==> config.mk <==
export PLATFORM = sky130hd
export DESIGN_NAME = dcq_cmd_core
export DESIGN_NICKNAME = d
export VERILOG_FILES = /design/src/dcq_pkg.sv /design/src/dcq_nv_saver.sv /design/src/dcq_cmd_core.sv
export SDC_FILE = /design/constraint.sdc
export NUM_CORES = 1
export LEC_CHECK = 0
export BUFFER_PORTS_ARGS = -buffer_cell sky130_fd_sc_hd__buf_2
export CORE_UTILIZATION = 35
export CTS_CLUSTER_DIAMETER = 80
export DETAILED_ROUTE_END_ITERATION = 10
export GPL_TIMING_DRIVEN = 0
export PLACE_DENSITY = 0.58
export SYNTH_ARGS = -nofsm -noshare
export SYNTH_HDL_FRONTEND = slang
export SYNTH_HIERARCHICAL = 1
export SYNTH_SLANG_ARGS = --single-unit
==> constraint.sdc <==
create_clock -name mclk -period 4 [get_ports mclk]
set_clock_uncertainty 0.2 [all_clocks]
set_input_delay 0.8 -clock mclk [delete_from_list [all_inputs] [get_ports mclk]]
set_output_delay 0.8 -clock mclk [all_outputs]
set_load 0.02 [all_outputs]
==> src/dcq_pkg.sv <==
package dcq_pkg;

	// ------------------------------------------------------------------
	// widths and counts
	// ------------------------------------------------------------------
	localparam int DATA_W   = 32;
	localparam int ADDR_W   = 8;
	localparam int NUM_DREG = 8;
	localparam int DIDX_W   = 3;
	localparam int NUM_IO   = 4;
	localparam int HEX_DIG  = 4;
	localparam int NV_IDX_W = 4;
	localparam logic [NV_IDX_W-1:0] NV_LAST = 4'h8;

	// ------------------------------------------------------------------
	// register offsets (byte addresses)
	// ------------------------------------------------------------------
	localparam logic [ADDR_W-1:0] OFF_CMD   = 8'h00;
	localparam logic [ADDR_W-1:0] OFF_CTRL  = 8'h04;
	localparam logic [ADDR_W-1:0] OFF_REPLY = 8'h08;
	localparam logic [ADDR_W-1:0] OFF_DIR   = 8'h0C;
	localparam logic [ADDR_W-1:0] OFF_SNAP  = 8'h10;
	localparam int                DREG_LSB  = 5;
	localparam logic [2:0]        DREG_SEL  = 3'h1;

	// ------------------------------------------------------------------
	// command word fields
	// ------------------------------------------------------------------
	localparam int CMD_OP_LSB   = 0;
	localparam int CMD_SRCA_LSB = 8;
	localparam int CMD_SRCB_LSB = 12;
	localparam int CMD_PT_LSB   = 16;
	localparam int CMD_DIR_LSB  = 24;
	localparam logic [2:0] PT_MIN = 3'h1;
	localparam logic [2:0] PT_MAX = 3'h4;

	// ------------------------------------------------------------------
	// control / status word fields
	// ------------------------------------------------------------------
	localparam int CC_T       = 0;
	localparam int CC_F       = 1;
	localparam int CC_N       = 2;
	localparam int CC_P       = 3;
	localparam int CC_Z       = 4;
	localparam int ST_SAVING  = 8;
	localparam int ST_REJECT  = 9;
	localparam int ST_RVALID  = 10;

	// ------------------------------------------------------------------
	// drive status word bit positions
	// ------------------------------------------------------------------
	localparam int SW_ENABLED = 0;
	localparam int SW_SAMPLE  = 1;
	localparam int SW_FAULT   = 2;
	localparam int SW_INPOS   = 3;
	localparam int SW_MOVING  = 4;
	localparam int SW_JOG     = 5;
	localparam int SW_STOP    = 6;
	localparam int SW_SAVING  = 8;
	localparam int SW_ALARM   = 9;
	localparam int SW_HOMING  = 10;
	localparam int SW_WAIT    = 11;
	localparam int SW_WIZARD  = 12;
	localparam int SW_ENCCHK  = 13;
	localparam int SW_PROGRUN = 14;
	localparam int SW_INIT    = 15;

	// ------------------------------------------------------------------
	// ascii codes and reset values
	// ------------------------------------------------------------------
	localparam logic [7:0] ASCII_I    = 8'h49;
	localparam logic [7:0] ASCII_O    = 8'h4F;
	localparam logic [7:0] ASCII_ZERO = 8'h30;
	localparam logic [7:0] ASCII_ONE  = 8'h31;
	localparam logic [7:0] ASCII_HEXA = 8'h37;
	localparam logic [3:0] HEX_NINE   = 4'h9;
	localparam logic [NUM_IO-1:0] DIR_RST  = 4'hF;
	localparam logic [DATA_W-1:0] DREG_RST = 32'h0;

	// ------------------------------------------------------------------
	// types
	// ------------------------------------------------------------------
	typedef enum logic [2:0] {
		OP_NONE, OP_OR, OP_SAVE, OP_STATUS, OP_DIR_SET, OP_DIR_QUERY
	} dcq_op_t;
	localparam int CMD_OP_W = 3;

	typedef enum logic [1:0] {SV_IDLE, SV_LOAD, SV_WAIT} dcq_sv_state_t;

endpackage

==> src/dcq_nv_saver.sv <==
`timescale 1ns/100ps
module dcq_nv_saver (
	// clock and reset
	input  wire logic                          mclk,
	input  wire logic                          resetn,
	input  wire logic                          clkEn,
	// request from command logic
	input  wire logic                          start,
	output logic                               busy,
	output logic [dcq_pkg::NV_IDX_W-1:0]       wordIdx,
	input  wire logic [dcq_pkg::DATA_W-1:0]    wordIn,
	// persistent storage port
	output logic                               nvReq,
	output logic [dcq_pkg::NV_IDX_W-1:0]       nvAddr,
	output logic [dcq_pkg::DATA_W-1:0]         nvData,
	input  wire logic                          nvAck
);
	import dcq_pkg::*;

	dcq_sv_state_t state;

	assign busy = (state != SV_IDLE);

	// ------------------------------------------------------------------
	// one word per storage handshake, in index order
	// ------------------------------------------------------------------
	always_ff @(posedge mclk or negedge resetn) begin
		if (!resetn) begin
			state   <= SV_IDLE;
			wordIdx <= '0;
			nvReq   <= 1'b0;
			nvAddr  <= '0;
			nvData  <= '0;
		end else if (clkEn) begin
			case (state)
				SV_IDLE: begin
					if (start) begin
						wordIdx <= '0;
						state   <= SV_LOAD;
					end
				end
				SV_LOAD: begin
					// word latched so storage sees stable data
					nvData <= wordIn;
					nvAddr <= wordIdx;
					nvReq  <= 1'b1;
					state  <= SV_WAIT;
				end
				SV_WAIT: begin
					if (nvAck) begin
						nvReq <= 1'b0;
						if (wordIdx == NV_LAST) begin
							state <= SV_IDLE;
						end else begin
							wordIdx <= wordIdx + 4'h1;
							state   <= SV_LOAD;
						end
					end
				end
				default: state <= SV_IDLE;
			endcase
		end
	end

endmodule

==> src/dcq_cmd_core.sv <==
// Design decisions made here: the APB slave port and the address map.
`timescale 1ns/100ps
// ----------------------------------------------------------------------
// drive command interpreter: register or, save, status, io direction
// ----------------------------------------------------------------------
// Contract
// - the or command writes the 32-bit or of two data registers to reg 0.
// - every register math operation updates the t, f, n, p, z flags.
// - the save command writes all non-volatile values to storage.
// - the status query is immediate, read only, and replies in hex digits.
// - the status word sets every bit whose condition currently holds.
// - bit 0001 shows motor enabled and bit 0002 shows sampling active.
// - bit 0004 shows a drive fault and bit 0200 an alarm present.
// - bits 0008, 0010, 0040 show in position, moving and stopping.
// - bit 0020 shows jogging and bit 0100 shows a save in progress.
// - bit 0400 shows homing and bit 0800 shows any timed or input wait.
// - bit 1000 shows the wizard running and bit 2000 encoder checking.
// - bit 4000 shows a program running and bit 8000 initialization.
// - a direction command with no parameter reports and changes nothing.
// - the direction report uses digit 1 for input and 0 for output.
module dcq_cmd_core (
	// clock and reset
	input  wire logic                          mclk,
	input  wire logic                          resetn,
	input  wire logic                          clkEn,
	// apb slave
	input  wire logic                          psel,
	input  wire logic                          penable,
	input  wire logic                          pwrite,
	input  wire logic [dcq_pkg::ADDR_W-1:0]    paddr,
	input  wire logic [dcq_pkg::DATA_W-1:0]    pwdata,
	output logic [dcq_pkg::DATA_W-1:0]         prdata,
	output logic                               pready,
	output logic                               pslverr,
	// drive conditions
	input  wire logic                          motorEnabled,
	input  wire logic                          sampling,
	input  wire logic                          driveFault,
	input  wire logic                          inPosition,
	input  wire logic                          moving,
	input  wire logic                          stopping,
	input  wire logic                          jogging,
	input  wire logic                          alarmPresent,
	input  wire logic                          homing,
	input  wire logic                          waitInput,
	input  wire logic                          waitTime,
	input  wire logic                          wizardRunning,
	input  wire logic                          encoderCheck,
	input  wire logic                          programRunning,
	input  wire logic                          initializing,
	// io direction
	output logic [dcq_pkg::NUM_IO-1:0]         ioIsInput,
	// persistent storage
	output logic                               nvReq,
	output logic [dcq_pkg::NV_IDX_W-1:0]       nvAddr,
	output logic [dcq_pkg::DATA_W-1:0]         nvData,
	input  wire logic                          nvAck
);
	import dcq_pkg::*;

	// ------------------------------------------------------------------
	// storage and decode signals
	// ------------------------------------------------------------------
	logic [DATA_W-1:0]   dataReg [0:NUM_DREG-1];
	logic [4:0]          condCode;
	logic [NUM_IO-1:0]   dirReg;
	logic [DATA_W-1:0]   reply;
	logic                replyValid;
	logic [15:0]         snapWord;
	logic                rejected;
	logic [15:0]         statusWord;
	logic [DATA_W-1:0]   hexReply;
	logic [DATA_W-1:0]   dirReply;
	logic                apbAccess;
	logic                apbWr;
	logic                cmdFire;
	dcq_op_t             cmdOp;
	logic [DIDX_W-1:0]   srcA;
	logic [DIDX_W-1:0]   srcB;
	logic [2:0]          ptNum;
	logic [1:0]          ptIdx;
	logic [7:0]          dirLetter;
	logic                cmdOk;
	logic                saveBusy;
	logic                orFire;
	logic                saveFire;
	logic                statusFire;
	logic                dirSetFire;
	logic                dirQueryFire;
	logic                rejectSet;
	logic [DATA_W-1:0]   orResult;
	logic                dregHit;
	logic [DIDX_W-1:0]   dregIdx;
	logic                addrHit;
	logic [DATA_W-1:0]   rdData;
	logic [DATA_W-1:0]   ctrlWord;
	logic [NV_IDX_W-1:0] saveIdx;
	logic [DATA_W-1:0]   saveWord;

	// ------------------------------------------------------------------
	// command decode
	// ------------------------------------------------------------------
	assign pready    = clkEn;
	assign apbAccess = psel & penable & clkEn;
	assign apbWr     = apbAccess & pwrite;
	assign cmdFire   = apbWr & (paddr == OFF_CMD);
	assign cmdOp     = dcq_op_t'(pwdata[CMD_OP_LSB +: CMD_OP_W]);
	assign srcA      = pwdata[CMD_SRCA_LSB +: DIDX_W];
	assign srcB      = pwdata[CMD_SRCB_LSB +: DIDX_W];
	assign ptNum     = pwdata[CMD_PT_LSB +: 3];
	assign ptIdx     = 2'(ptNum - PT_MIN);
	assign dirLetter = pwdata[CMD_DIR_LSB +: 8];
	assign orResult  = dataReg[srcA] | dataReg[srcB];

	always_comb begin
		case (cmdOp)
			OP_OR:        cmdOk = 1'b1;
			OP_SAVE:      cmdOk = 1'b1;
			OP_DIR_QUERY: cmdOk = 1'b1;
			// malformed point or letter is refused, not guessed
			OP_DIR_SET:   cmdOk = (ptNum >= PT_MIN) && (ptNum <= PT_MAX) &&
			                ((dirLetter == ASCII_I) ||
			                 (dirLetter == ASCII_O));
			default:      cmdOk = 1'b0;
		endcase
	end

	// status is immediate; buffered ones wait out a save by refusal
	assign statusFire   = cmdFire & (cmdOp == OP_STATUS);
	assign orFire       = cmdFire & (cmdOp == OP_OR) & ~saveBusy;
	assign saveFire     = cmdFire & (cmdOp == OP_SAVE) & ~saveBusy;
	assign dirSetFire   = cmdFire & (cmdOp == OP_DIR_SET) & cmdOk & ~saveBusy;
	assign dirQueryFire = cmdFire & (cmdOp == OP_DIR_QUERY) & ~saveBusy;
	assign rejectSet    = cmdFire & (cmdOp != OP_STATUS) & (saveBusy | ~cmdOk);

	// ------------------------------------------------------------------
	// data registers, entry 0 is the accumulator
	// ------------------------------------------------------------------
	genvar g;
	generate
		for (g = 0; g < NUM_DREG; g++) begin : gDreg
			always_ff @(posedge mclk or negedge resetn) begin
				if (!resetn) begin
					dataReg[g] <= DREG_RST;
				end else if (clkEn) begin
					if (apbWr && dregHit && dregIdx == DIDX_W'(g)) begin
						dataReg[g] <= pwdata;
					end else if (g == 0 && orFire) begin
						dataReg[g] <= orResult;
					end
				end
			end
		end
	endgenerate

	// ------------------------------------------------------------------
	// condition codes
	// ------------------------------------------------------------------
	always_ff @(posedge mclk or negedge resetn) begin
		if (!resetn) begin
			condCode <= '0;
		end else if (clkEn && orFire) begin
			condCode[CC_T] <= (orResult != '0);
			condCode[CC_F] <= (orResult == '0);
			condCode[CC_N] <= orResult[DATA_W-1];
			condCode[CC_P] <= ~orResult[DATA_W-1] & (orResult != '0);
			condCode[CC_Z] <= (orResult == '0);
		end
	end

	// ------------------------------------------------------------------
	// io direction
	// ------------------------------------------------------------------
	always_ff @(posedge mclk or negedge resetn) begin
		if (!resetn) begin
			dirReg <= DIR_RST;
		end else if (clkEn && dirSetFire) begin
			dirReg[ptIdx] <= (dirLetter == ASCII_I);
		end
	end
	assign ioIsInput = dirReg;

	// ------------------------------------------------------------------
	// status word and ascii replies
	// ------------------------------------------------------------------
	always_comb begin
		statusWord             = '0;
		statusWord[SW_ENABLED] = motorEnabled;
		statusWord[SW_SAMPLE]  = sampling;
		statusWord[SW_FAULT]   = driveFault;
		statusWord[SW_ALARM]   = alarmPresent;
		statusWord[SW_INPOS]   = inPosition;
		statusWord[SW_MOVING]  = moving;
		statusWord[SW_STOP]    = stopping;
		statusWord[SW_JOG]     = jogging;
		statusWord[SW_SAVING]  = saveBusy;
		statusWord[SW_HOMING]  = homing;
		statusWord[SW_WAIT]    = waitInput | waitTime;
		statusWord[SW_WIZARD]  = wizardRunning;
		statusWord[SW_ENCCHK]  = encoderCheck;
		statusWord[SW_PROGRUN] = programRunning;
		statusWord[SW_INIT]    = initializing;
	end

	// most significant digit lands in the top byte, sent first
	generate
		for (g = 0; g < HEX_DIG; g++) begin : gChar
			logic [3:0] nib;
			assign nib = statusWord[4*g +: 4];
			assign hexReply[8*g +: 8] = (nib > HEX_NINE) ?
				8'(nib + ASCII_HEXA) : 8'(nib + ASCII_ZERO);
			assign dirReply[8*g +: 8] = dirReg[g] ?
				ASCII_ONE : ASCII_ZERO;
		end
	endgenerate

	// one edge captures word and text together
	always_ff @(posedge mclk or negedge resetn) begin
		if (!resetn) begin
			snapWord <= '0;
			reply    <= '0;
		end else if (clkEn) begin
			if (statusFire) begin
				snapWord <= statusWord;
				reply    <= hexReply;
			end else if (dirQueryFire) begin
				reply <= dirReply;
			end
		end
	end

	// set wins over the clear by read
	always_ff @(posedge mclk or negedge resetn) begin
		if (!resetn) begin
			replyValid <= 1'b0;
		end else if (clkEn) begin
			if (statusFire || dirQueryFire) begin
				replyValid <= 1'b1;
			end else if (apbAccess && !pwrite && paddr == OFF_REPLY) begin
				replyValid <= 1'b0;
			end
		end
	end

	always_ff @(posedge mclk or negedge resetn) begin
		if (!resetn) begin
			rejected <= 1'b0;
		end else if (clkEn) begin
			if (rejectSet) begin
				rejected <= 1'b1;
			end else if (apbWr && paddr == OFF_CTRL && pwdata[ST_REJECT]) begin
				rejected <= 1'b0;
			end
		end
	end

	// ------------------------------------------------------------------
	// save sequencer
	// ------------------------------------------------------------------
	assign saveWord = (saveIdx < NV_IDX_W'(NUM_DREG)) ?
		dataReg[saveIdx[DIDX_W-1:0]] : DATA_W'(dirReg);

	dcq_nv_saver uSaver (
		.mclk    (mclk),
		.resetn  (resetn),
		.clkEn   (clkEn),
		.start   (saveFire),
		.busy    (saveBusy),
		.wordIdx (saveIdx),
		.wordIn  (saveWord),
		.nvReq   (nvReq),
		.nvAddr  (nvAddr),
		.nvData  (nvData),
		.nvAck   (nvAck)
	);

	// ------------------------------------------------------------------
	// apb read path
	// ------------------------------------------------------------------
	assign dregIdx = paddr[DREG_LSB-1:2];

	always_comb begin
		ctrlWord            = '0;
		ctrlWord[4:0]       = condCode;
		ctrlWord[ST_SAVING] = saveBusy;
		ctrlWord[ST_REJECT] = rejected;
		ctrlWord[ST_RVALID] = replyValid;
	end

	always_comb begin
		rdData  = '0;
		addrHit = 1'b1;
		dregHit = 1'b0;
		if (paddr == OFF_CMD) begin
			rdData = '0;
		end else if (paddr == OFF_CTRL) begin
			rdData = ctrlWord;
		end else if (paddr == OFF_REPLY) begin
			rdData = reply;
		end else if (paddr == OFF_DIR) begin
			rdData = DATA_W'(dirReg);
		end else if (paddr == OFF_SNAP) begin
			rdData = DATA_W'(snapWord);
		end else if (paddr[ADDR_W-1:DREG_LSB] == DREG_SEL &&
		             paddr[1:0] == 2'h0) begin
			dregHit = 1'b1;
			rdData  = dataReg[dregIdx];
		end else begin
			addrHit = 1'b0;
		end
	end

	assign pslverr = psel & penable & ~addrHit;

	// loaded every selected cycle so it is ready before pready completes
	always_ff @(posedge mclk or negedge resetn) begin
		if (!resetn) begin
			prdata <= '0;
		end else if (clkEn && psel) begin
			prdata <= rdData;
		end
	end
endmodule

# Word-level counts from Yosys, hierarchy flattened
# Cells that the tools add are included.
totals:
  register_bits: 389
  output_inout_bits: 75
  word_cells: 211
classes:
  addsub: 10
  n_lt_le_gt_ge: 13
  n_eq_ne: 26
  muxes: 60
  bitwise_logic: 29
  n_reduce_logical: 53
op_table:
  columns: ["op", "n"]
  rows:
  - ["$mux W32", 19]
  - ["$bmux W32 S3", 4]
  - ["$add A4 B6 Y7 const B", 6]
  - ["$logic_not A32 Y1", 1]
  - ["$or A32 B32 Y32", 1]
  - ["$reduce_bool A32 Y1", 1]
  - ["$mux W7", 4]
  - ["$reduce_and A2 Y1", 13]
  - ["$mux W1", 22]
  - ["$logic_and A1 B1 Y1", 20]
  - ["$and A1 B1 Y1", 18]
  - ["$eq A3 B3 Y1 const B", 6]
  - ["$eq A8 B4 Y1 const B", 2]
  - ["$eq A8 B7 Y1 const B", 2]
  - ["$ge A4 B4 Y1 const B", 4]
  - ["$not A3 Y4", 4]
  - ["$add A3 B6 Y7 const B", 2]
  - ["$reduce_bool A2 Y1", 7]
  - ["$eq A3 B2 Y1 const B", 4]
  - ["$gt A4 B4 Y1 const B", 3]
  - ["$mux W4", 3]
  - ["$eq A3 B1 Y1 const B", 3]
  - ["$eq A8 B3 Y1 const B", 1]
  - ["$eq A8 B5 Y1 const B", 1]
  - ["29 further kinds", 40]

# Logic depth before layout (Yosys ltp)
# Gate-level depths: netlist (run 1).
depth:
  ltp_word: 12
  ltp_mapped: 11
  mapped_depth_nobuf: 9

# Cells and area by module
# Netlist (run 1), hierarchy kept.
modules_own_cells:
  columns: ["mod", "n_inst", "cells_each", "area_each_um2", "seq_area_each_um2"]
  rows:
  - ["dcq_cmd_core", 1, 1599, 21484.4, 8463.1]
  - ["dcq_nv_saver", 1, 118, 1775.5, 1076.0]

# Least setup slack after synthesis (run 1)
# OpenSTA, ideal clock, no wires.
synth_path:
  kind: "input to register"
  from: "in pwdata[9] (netlist bit)"
  to: "reg condCode[0]"
  t_arrival_ns: 2.698
  t_required_ns: 3.673
  setup_slack_ns: 0.976
  path_stages: 9
  path_buffers: 3
  path_cell_list: "clkbuf_1 > clkbuf_1 > buf_1 > mux2i_1 > nand2_1 > nor4_1 > nand4_1 > nor3_1 > nor2_1"
synth_between:
  elab_chain_cells: 6
synth_rtl:
  columns: ["item", "line", "text"]
  rows:
  - ["start: declaration", "dcq_cmd_core.sv:31", "input wire logic [dcq_pkg::DATA_W-1:0] pwdata,"]
  - ["$not A3 Y4 (implied by the code)", "dcq_cmd_core.sv:113", "assign orResult = dataReg[srcA] | dataReg[srcB];"]
  - ["$bmux W32 S3", "dcq_cmd_core.sv:113", null]
  - ["$mux W32 (implied by the code) (2 in series)", "dcq_cmd_core.sv:113", null]
  - ["$or A32 B32 Y32", "dcq_cmd_core.sv:113", null]
  - ["$reduce_bool A32 Y1", "dcq_cmd_core.sv:163", "condCode[CC_T] <= (orResult != '0);"]
  - ["end signal: indexed assignment", "dcq_cmd_core.sv:163", null]
  - ["end signal: indexed assignment", "dcq_cmd_core.sv:164", "condCode[CC_F] <= (orResult == '0);"]
  - ["end signal: indexed assignment", "dcq_cmd_core.sv:165", "condCode[CC_N] <= orResult[DATA_W-1];"]
  - ["end: declaration", "dcq_cmd_core.sv:65", "logic [4:0] condCode;"]
# Every way passes these cells. The select of a mux whose other input is x is not followed.
# A chain may end at the register's enable or synchronous reset.

# Worst setup path after layout (run 1)
layout_path:
  from: "in pwdata[14] (netlist bit)"
  to: "reg condCode[0]"
# The elaborated chain is that of the path after synthesis.

==> flow_summary.yaml, run 1 <==
status:
  status: "complete, but fails checks"
  violations: "negative setup slack"
setup_path:
  cpPeakStageDelay_ps: 750
  critPathLaunchType: "input port"
  crit_chain: "clkbuf_2 > clkbuf_1 > mux4_2 > mux2i_1 > nand3_1 > nor4_1 > nand4_1 > nor3_1 > nor2_1"
  crit_path_top_delay_cell: "clkbuf_1"
  end_kind: "register"
  reg2reg_depth: 6
  critPathKind: "input port to register"
  cp.required_ps: 4270
  r2r_start: "uSaver/wordIdx[1]$_DFFE_PN0P_"
  cp_max_fo: 10
  arrival_ps: 4280
  r2r_slack_ps: 470
  r2r-end: "uSaver/nvData[9]$_DFFE_PN0P_"
min_path:
  worstHoldPathCells: 3
  hold_path.startpoint: "jogging"
  min_to: "snapWord[5]$_DFFE_PN0P_"
  hp-class: "input port to register"
sta:
  worst_slack_ps: -0.761
  slew_viol_final: 0
  hold_viol_final: 0
  finalSetupViolations: 1
  hold_slack_ps: 245
  period_share_pct: 100
  rsz0062_at_grt: "false"
  relSlewSlack_pct: 17.5
  tns_ps: -0.761
  fin_crit_ps: 4000
  max_clock_freq_mhz: 250
  worstMarginPinSlew_ps: 1240
synth:
  seq_area_frac_synth_pct: 41.0
  yosys.area.top_type: "dfrtp_1"
  ys.flop_type: "dfrtp_1"
  synth.area.top_cells: "dfrtp_1, mux4_2, mux2_2"
  syn_nets: 1787
  netlist_instances: 1717
  synth_edf_count: 0
  yosysWarnings: 6
  synthArstFlopShare_pct: 100
  netlist.area_leader.share_pct: 40.6
  syn-cell-area_sq_um: 23300
  yosys_register_bits: 381
  ys_types: 63
  synth_area_per_cell_sq_um: 13.5
detailed_routing:
  drtIter0Drc: 2094
  postRouteWirelength_um: 83400
  vias_per_cell: 6.19
  first_pass_iters: 6
  avgRoutedWirePerCell_um: 29.8
  drt_drc_violations_left: 0
  ant_nets: 0
  vias: 17300
power:
  power.density_nw_per_um2: 335
  p_leak_nw: 12.0
  ir_drop_uv: 332
  fin_total_pwr_mw: 8.93
place:
  place_hpwl_um: 59000
  port_buffers: 126
  place.gp.congestion: 0.937
layout:
  drive_gt1_share_pct: 41.5
  multi_input_area_sq_um: 13000
  syn_to_final_growth_pct: 14.5
  register_area_sq_um: 9540
  fill_cells: 6184
  utilization_pct: 40.5
  nNetsFinal: 1966
clock_network:
  cts_buffers: 48
  clk_pin_slew_ps: 60
  clock-sinks: 381
  cts_tree: "yes"
  clk_latency_ps: 600
  htreeDepth: 2
  clock_path_buffers: 3
  cts_setup_buffers: 0
  ctsRootBufferMaster: "clkbuf_16"
global_route:
  grt_usage_pct: 25.0
  grt_antenna_before_repair: 7
  grt_pass1_wl_um: 123000
  grt_start_max_net_pins: 114
  overflow: 0
  grt_pass1_vias: 17400
die:
  die_area_sq_um: 67500
  die_w_um: 260
  ios: 137
  die_h_um: 260
  core_area_sq_um: 65700
  num_rows: 94
  start_util_pct: 35.4
flow_run:
  cap_violations: 0
[synth_stat cells (5+ instances only)]
library cell and n:
a21oi_1 27, a221o_1 7, a221oi_1 9, a22o_1 5, buf_1 25, buf_2 42, buf_4 9, buf_6 9
clkbuf_1 66, dfrtp_1 377, ha_1 8, inv_1 9, mux2_1 5, mux2_2 254, mux2_4 5, mux2i_1 158
mux4_2 256, nand2_1 158, nand2b_1 10, nand3_1 8, nand4_1 5, nor2_1 80, nor3_1 7, nor4_1 10
o21ai_0 80, o21ai_1 16
[worst max path at each step]
stage | startpoint | end | slack [ps] | cells after the start
after floorplan | pwdata[9] | condCode[0]$_DFFE_PN0P_ | 980 | 9
after CTS | pwdata[9] | condCode[0]$_DFFE_PN0P_ | 20 | 9
after global placement | resetn | prdata[10]$_DFFE_PN0P_ | -5840 | 1
final | pwdata[14] | condCode[0]$_DFFE_PN0P_ | -0.8 | 9
after global routing | pwdata[14] | condCode[0]$_DFFE_PN0P_ | 70 | 9
after detailed placement | pwdata[14] | condCode[0]$_DFFE_PN0P_ | -1100 | 9
[per-layer routing]
metal | wire length [um] | share of wire (%) | GRT usage (%)
met4 | 3480 | 4.2 | 10.3
met3 | 8490 | 10 | 6.55
met1 | 33700 | 40 | 33.8
met5 | 68 | 0.082 | 0
met2 | 37600 | 45 | 38.0
[where the power goes]
group          leakage, nW  total (mW)  switching (mW)  internal, mW
sequential            5.29        3.91          0.0298          3.88
clock                0.755        4.32            1.78          2.54
combinational         6.00       0.705           0.471         0.234
[worst max-delay path, delay by kind of cell]
kind / cells / cell delay (ps)
mux: 2 / 560
buf+inv: 2 / 1090
simple gates: 5 / 1810
[registers in the layout, summed over array words and instances (netlist names)]
register and count:
uSaver/state 2, reply 25, uSaver/nvReq 1, uSaver/wordIdx 4, uSaver/nvAddr 4, prdata 32, uSaver/nvData 32, condCode 4
rejected 1, ioIsInput 4, snapWord 15, dataReg 256, replyValid 1
[layout make-up]
cell class	instances	area share (%)
Antenna cell	2	0.0188
Buffer	150	2.75
Timing Repair Buffer	130	2.75
Clock inverter	18	0.724
Tap cell	864	4.06
Inverter	9	0.127
Multi-Input combinational cell	1176	48.7
Clock buffer	68	5.06
Sequential cell	381	35.8
[stage by stage]
step / instances / area (sq um) / worst slack [ps]
3_5_place_dp: 2710 / 25100 / -1100
2_1_floorplan: 1717 / 23300 / 976
3_3_place_gp: 2707 / 25000 / -5840
4_1_cts: 2797 / 26600 / 23.3
5_1_grt: 2796 / 26600 / 69.7
6_report: 2798 / 26600 / -0.761
[what timing repair did]
item | CTS | global route
gates resized for setup | 8 | 3
setup endpoints to repair | 3 | 2
endpoints found under the hold margin | 57 | 0
hold buffers | 1 | 0
[kinds of logic (layout without fill, tap and decap cells)]
family	Yosys count	after routing	synth area share [%]
mux	678	678	44.4
compound gates	173	173	4.52
other cells	0	2	0
xor+xnor	4	4	0.151
simple gates	313	313	6.20
flops	381	381	41.0
buf+inv	160	375	3.24
fa+ha+maj	8	8	0.430
[placed cells by master, fill, tap and decap left out, types with 5 or more instances in the layout]
master and count:
mux2_4 5, mux2_2 254, nand2b_1 10, mux2_1 5, inv_1 9, clkbuf_2 5
buf_1 22, clkbuf_1 74, buf_4 9, nor4_1 10, a221oi_1 9, nand4_1 5
buf_6 9, buf_2 168, nand3_1 8, ha_1 8, nand2_1 158, clkbuf_16 48
o21ai_0 80, mux2i_1 158, nor3_1 7, a21oi_1 27, nor2_1 80, a22o_1 5
a221o_1 7, o21ai_1 16, mux4_2 256, clkbuf_8 7, clkinv_2 9, dfrtp_1 377
Power figures use the tool's default switching activity.
==> run 2: changes to the inputs <==
Settings changed: CORE_ASPECT_RATIO set to 0.9, CORE_UTILIZATION 35 to 65, PLACE_DENSITY 0.58 to 0.91.
==> flow_summary.yaml, run 2 (synthesis gave the netlist of run 1 again) <==
sta:
  fin_crit_ps: 4070
  worst_slack_ps: -71.2
  finalSetupViolations: 2
  worstMarginPinSlew_ps: 1330
  rsz0062_at_grt: "false"
  hold_viol_final: 0
  relSlewSlack_pct: 11.7
  slew_viol_final: 0
  hold_slack_ps: 280
  period_share_pct: 102
  max_clock_freq_mhz: 246
layout:
  largest-register: "dataReg"
  multi_input_area_sq_um: 13000
  register_area_sq_um: 9540
  drive_gt1_share_pct: 41.6
  fill_cells: 2120
  mostFrequentLayoutCells: "dfrtp_1, mux4_2, mux2_2"
  nNetsFinal: 1960
  largest_reg_flops: 256
  fin_cells: 2393
  top_regs: "dataReg x256, prdata x32, uSaver/nvData x32"
  mostFrequentLayoutCell: "dfrtp_1"
  syn_to_final_growth_pct: 12.1
setup_path:
  worstSetupStartpoint: "pwdata[14]"
  r2r_slack_ps: 370
  reg2reg_depth: 6
  end_kind: "register"
  r2r-end: "uSaver/nvData[16]$_DFFE_PN0P_"
  r2r_start: "uSaver/wordIdx[1]$_DFFE_PN0P_"
  critPathLaunchType: "input port"
  arrival_ps: 4300
  cp.required_ps: 4230
  critPathKind: "input port to register"
  cp_max_fo: 10
min_path:
  hold_path.startpoint: "uSaver/nvAddr[0]$_DFFE_PN0P_"
  worstHoldPathCells: 2
  hp-class: "register to register"
  min_to: "uSaver/nvAddr[0]$_DFFE_PN0P_"
global_route:
  grt_usage_pct: 43.3
  grt_start_max_net_pins: 124
  grt_pass1_wl_um: 116000
  grt_pass1_vias: 18600
  grt_antenna_before_repair: 6
  overflow: 0
die:
  core_area_sq_um: 35100
  die_h_um: 181
  start_util_pct: 66.2
  die_w_um: 201
  ios: 137
  die_area_sq_um: 36500
  num_rows: 65
detailed_routing:
  vias: 18500
  avgRoutedWirePerCell_um: 32.5
  vias_per_cell: 7.71
  ant_nets: 0
  postRouteWirelength_um: 77900
  drt_drc_violations_left: 0
  first_pass_iters: 7
  drtIter0Drc: 3048
flow_run:
  cap_violations: 0
clock_network:
  clk_latency_ps: 580
  htreeDepth: 2
  clk_pin_slew_ps: 60
  clock-sinks: 381
  ctsRootBufferMaster: "clkbuf_16"
  cts_tree: "yes"
  clock_path_buffers: 3
  cts_buffers: 41
power:
  power.density_nw_per_um2: 337
  fin_total_pwr_mw: 8.80
  ir_drop_uv: 522
  p_leak_nw: 12.0
status:
  violations: "negative setup slack"
  status: "complete, but fails checks"
place:
  place.gp.congestion: 0.987
  pre_cts_slack_ps: -665
  port_buffers: 126
  place_inst: 2315
  place_hpwl_um: 52300
run 2: stage by stage:
| step | TNS [ps] | area, sq um | util, % |
|---|---|---|---|
| final | -101 | 26100 | 74.2 |
| after global routing | 0 | 26100 | 74.2 |
| after CTS | 0 | 26100 | 74.2 |
| after detailed placement | -1810 | 24600 | 69.9 |
| after global placement | -1970010 | 24500 | 69.7 |
| after floorplan | 0 | 23300 | - |
run 2: critical path, cell delays in order:
cell      delay [ps]
clkbuf_1         580
clkbuf_1         700
mux4_2           420
mux2i_1          170
nand2_1          120
nor4_1           580
nand4_1          420
nor3_1           390
nor2_1           110
run 2: repair_timing:
action | 4_1_cts | 5_1_grt
hold endpoints to repair | 39 | 0
resized for setup | 7 | 21
cloned | 0 | 0
buffers inserted | 0 | 0
setup endpoints to repair | 2 | 3
hold buffers | 1 | 0
run 2: power by group:
part | leakage (nW) | total, mW | switching, mW | internal [mW]
registers | 5.29 | 3.91 | 0.0313 | 3.88
logic | 6.01 | 0.703 | 0.468 | 0.235
clock network | 0.708 | 4.19 | 1.67 | 2.52
total | 12.0 | 8.80 | 2.17 | 6.63
run 2: final cells by class:
type                            count  area share [%]
Tap cell                          469            2.25
Antenna cell                        4          0.0384
Inverter                            9           0.130
Buffer                            151            2.88
Sequential cell                   381            36.6
Clock buffer                       49            4.13
Clock inverter                     24            1.47
Multi-Input combinational cell   1176            49.7
Timing Repair Buffer              130            2.81
run 2: worst max-delay path by stage:
stage | to | slack (ps) | depth (start not counted)
after floorplan | condCode[0]$_DFFE_PN0P_ | 980 | 9
after global placement | uSaver/nvData[13]$_DFFE_PN0P_ | -5240 | 1
after detailed placement | condCode[0]$_DFFE_PN0P_ | -660 | 9
after CTS | condCode[0]$_DFFE_PN0P_ | 60 | 9
after global routing | condCode[0]$_DFFE_PN0P_ | 20 | 9
final | condCode[0]$_DFFE_PN0P_ | -70 | 9
run 2: metal layers:
metal	track usage [%]	up-vias	part of all wire (%)	wire length (um)
li1	-	6993	-	-
met1	53.6	9030	33	25500
met2	62.4	1894	43	33500
met3	19.8	536	17	12900
met4	26.2	6	7.6	5920
met5	1.06	-	0.045	35
==> run 3: changes to the inputs <==
Settings changed: RECOVER_POWER set to 100.
==> flow_summary.yaml, run 3 (synthesis gave the netlist of run 1 again) <==
die:
  die_h_um: 181
  ios: 137
  start_util_pct: 66.2
  core_area_sq_um: 35100
  die_w_um: 201
  num_rows: 65
  die_area_sq_um: 36500
sta:
  period_share_pct: 103
  relSlewSlack_pct: 4.67
  worst_slack_ps: -139
  slew_viol_final: 0
  rsz0062_at_grt: "false"
  worstMarginPinSlew_ps: 1430
  max_clock_freq_mhz: 242
  finalSetupViolations: 2
  hold_viol_final: 0
  fin_crit_ps: 4140
place:
  port_buffers: 126
  pre_cts_slack_ps: -665
  place_inst: 2315
  place.gp.congestion: 0.987
  place_hpwl_um: 52300
clock_network:
  ctsRootBufferMaster: "clkbuf_16"
  cts_tree: "yes"
  clk_latency_ps: 580
  clk_pin_slew_ps: 60
  clock_path_buffers: 3
  htreeDepth: 2
  cts_buffers: 41
  clock-sinks: 381
setup_path:
  end_kind: "register"
  cp.required_ps: 4220
  arrival_ps: 4360
  critPathLaunchType: "input port"
  critPathKind: "input port to register"
  cp_max_fo: 10
power:
  ir_drop_uv: 525
  power.share.combinational_pct: 7.9
  power.density_nw_per_um2: 340
  p_leak_nw: 11.6
  internal_power_mw: 6.62
  switchingPower_mw: 2.18
  swShare_pct: 24.7
  p_seq_share_pct: 44.4
  clock_power_share_pct: 47.7
detailed_routing:
  drt_drc_violations_left: 0
  avgRoutedWirePerCell_um: 32.6
  first_pass_iters: 9
  vias_per_cell: 7.67
  drtIter0Drc: 3005
  postRouteWirelength_um: 78000
  ant_nets: 0
  vias: 18400
global_route:
  grt_pass1_vias: 18600
  grt_start_max_net_pins: 124
  grt_antenna_before_repair: 6
  grt_usage_pct: 43.3
  overflow: 0
  grt_pass1_wl_um: 116000
layout:
  drive_gt1_share_pct: 36.3
  nNetsFinal: 1960
  syn_to_final_growth_pct: 11.2
  top_regs: "dataReg x256, prdata x32, uSaver/nvData x32"
  mostFrequentLayoutCells: "dfrtp_1, mux4_2, mux2_2"
  largest-register: "dataReg"
  mostFrequentLayoutCell: "dfrtp_1"
  largest_reg_flops: 256
  fin_cells: 2394
status:
  status: "complete, but fails checks"
  violations: "negative setup slack"
min_path:
  hp-class: "register to register"
flow_run:
  cap_violations: 0
[run 3: cell types whose count changed in the layout (fill, tap and decap cells not counted), moves of 3 or more]
cell and delta:
dfstp_2 -4, buf_1 -11, o21ai_1 -11, mux2_4 -5, o21ai_0 +11, buf_2 -88
buf_4 -3, dfstp_1 +4, buf_6 -3, mux2_1 +6, clkbuf_2 +5, clkbuf_1 +100
[run 3: power by group through the flow]
stage	Clock [mW]	Sequential, mW	Combinational [mW]
6_report	4.20	3.91	0.698
2_1_floorplan	0	3.97	0.358
3_3_place_gp	0	3.97	0.641
4_1_cts	4.17	3.91	0.674
3_5_place_dp	0	3.98	0.667
5_1_grt	4.34	3.91	0.719
[run 3: area by class of cell]
class / count / area, sq um
tap: 469 / 587
sequential: 381 / 9540
clock inverter: 24 / 383
multi-input combinational: 1176 / 12900
fill: 2181 / 9280
clock buffer: 49 / 1080
buffer: 151 / 708
timing repair buffer: 130 / 612
inverter: 9 / 33.8
antenna: 5 / 12.5
[run 3: metrics by stage]
step                area, sq um  utilization, %  total power [mW]  hold WS [ps]  setup TNS [ps]
floorplan                 23300               -              4.32           235               0
global placement          24500            69.7              4.61           253        -1970010
detailed placement        24600            69.9              4.64           261           -1810
CTS                       26100            74.2              8.75           275               0
global route              25800            73.6              8.97           298               0
finish                    25900            73.6              8.80           281            -234
[run 3: layer usage]
layer  vias to the layer above  share of wire, %  track usage [%]
met4                         4               7.1             26.2
met3                       483                17             19.8
li1                       7002                 -                -
met2                      1895                43             62.4
met1                      8973                32             53.6
met5                         -             0.030             1.06
[run 3: worst paths after layout]
path                       cells after the start                           from                            end  slack [ps]
min in group asynchronous                      2                         resetn       uSaver/nvReq$_DFFE_PN0P_         910
setup / recovery                               9                     pwdata[14]        condCode[0]$_DFFE_PN0P_        -140
hold / removal                                 1           rejected$_DFFE_PN0P_           rejected$_DFFE_PN0P_         280
hold reg to reg                                1           rejected$_DFFE_PN0P_           rejected$_DFFE_PN0P_         280
setup reg to reg                               6  uSaver/wordIdx[0]$_DFFE_PN0P_  uSaver/nvData[16]$_DFFE_PN0P_         350
max in group asynchronous                      3                         resetn       dataReg[195]$_DFFE_PN0P_         610
[run 3: critical path, cell delays in order]
cell and delay, ps:
clkbuf_1 580, clkbuf_1 720, mux4_2 420, mux2i_1 170, nand2_1 130, nor4_1 610
nand4_1 430, nor3_1 390, nor2_1 110
[run 3: timing repair]
action | 4_1_cts | 5_1_grt
gates resized for setup | 7 | 21
hold buffers | 1 | 0
hold endpoints to repair | 39 | 0
endpoints found under the setup margin | 2 | 3
buffers inserted | 0 | 0
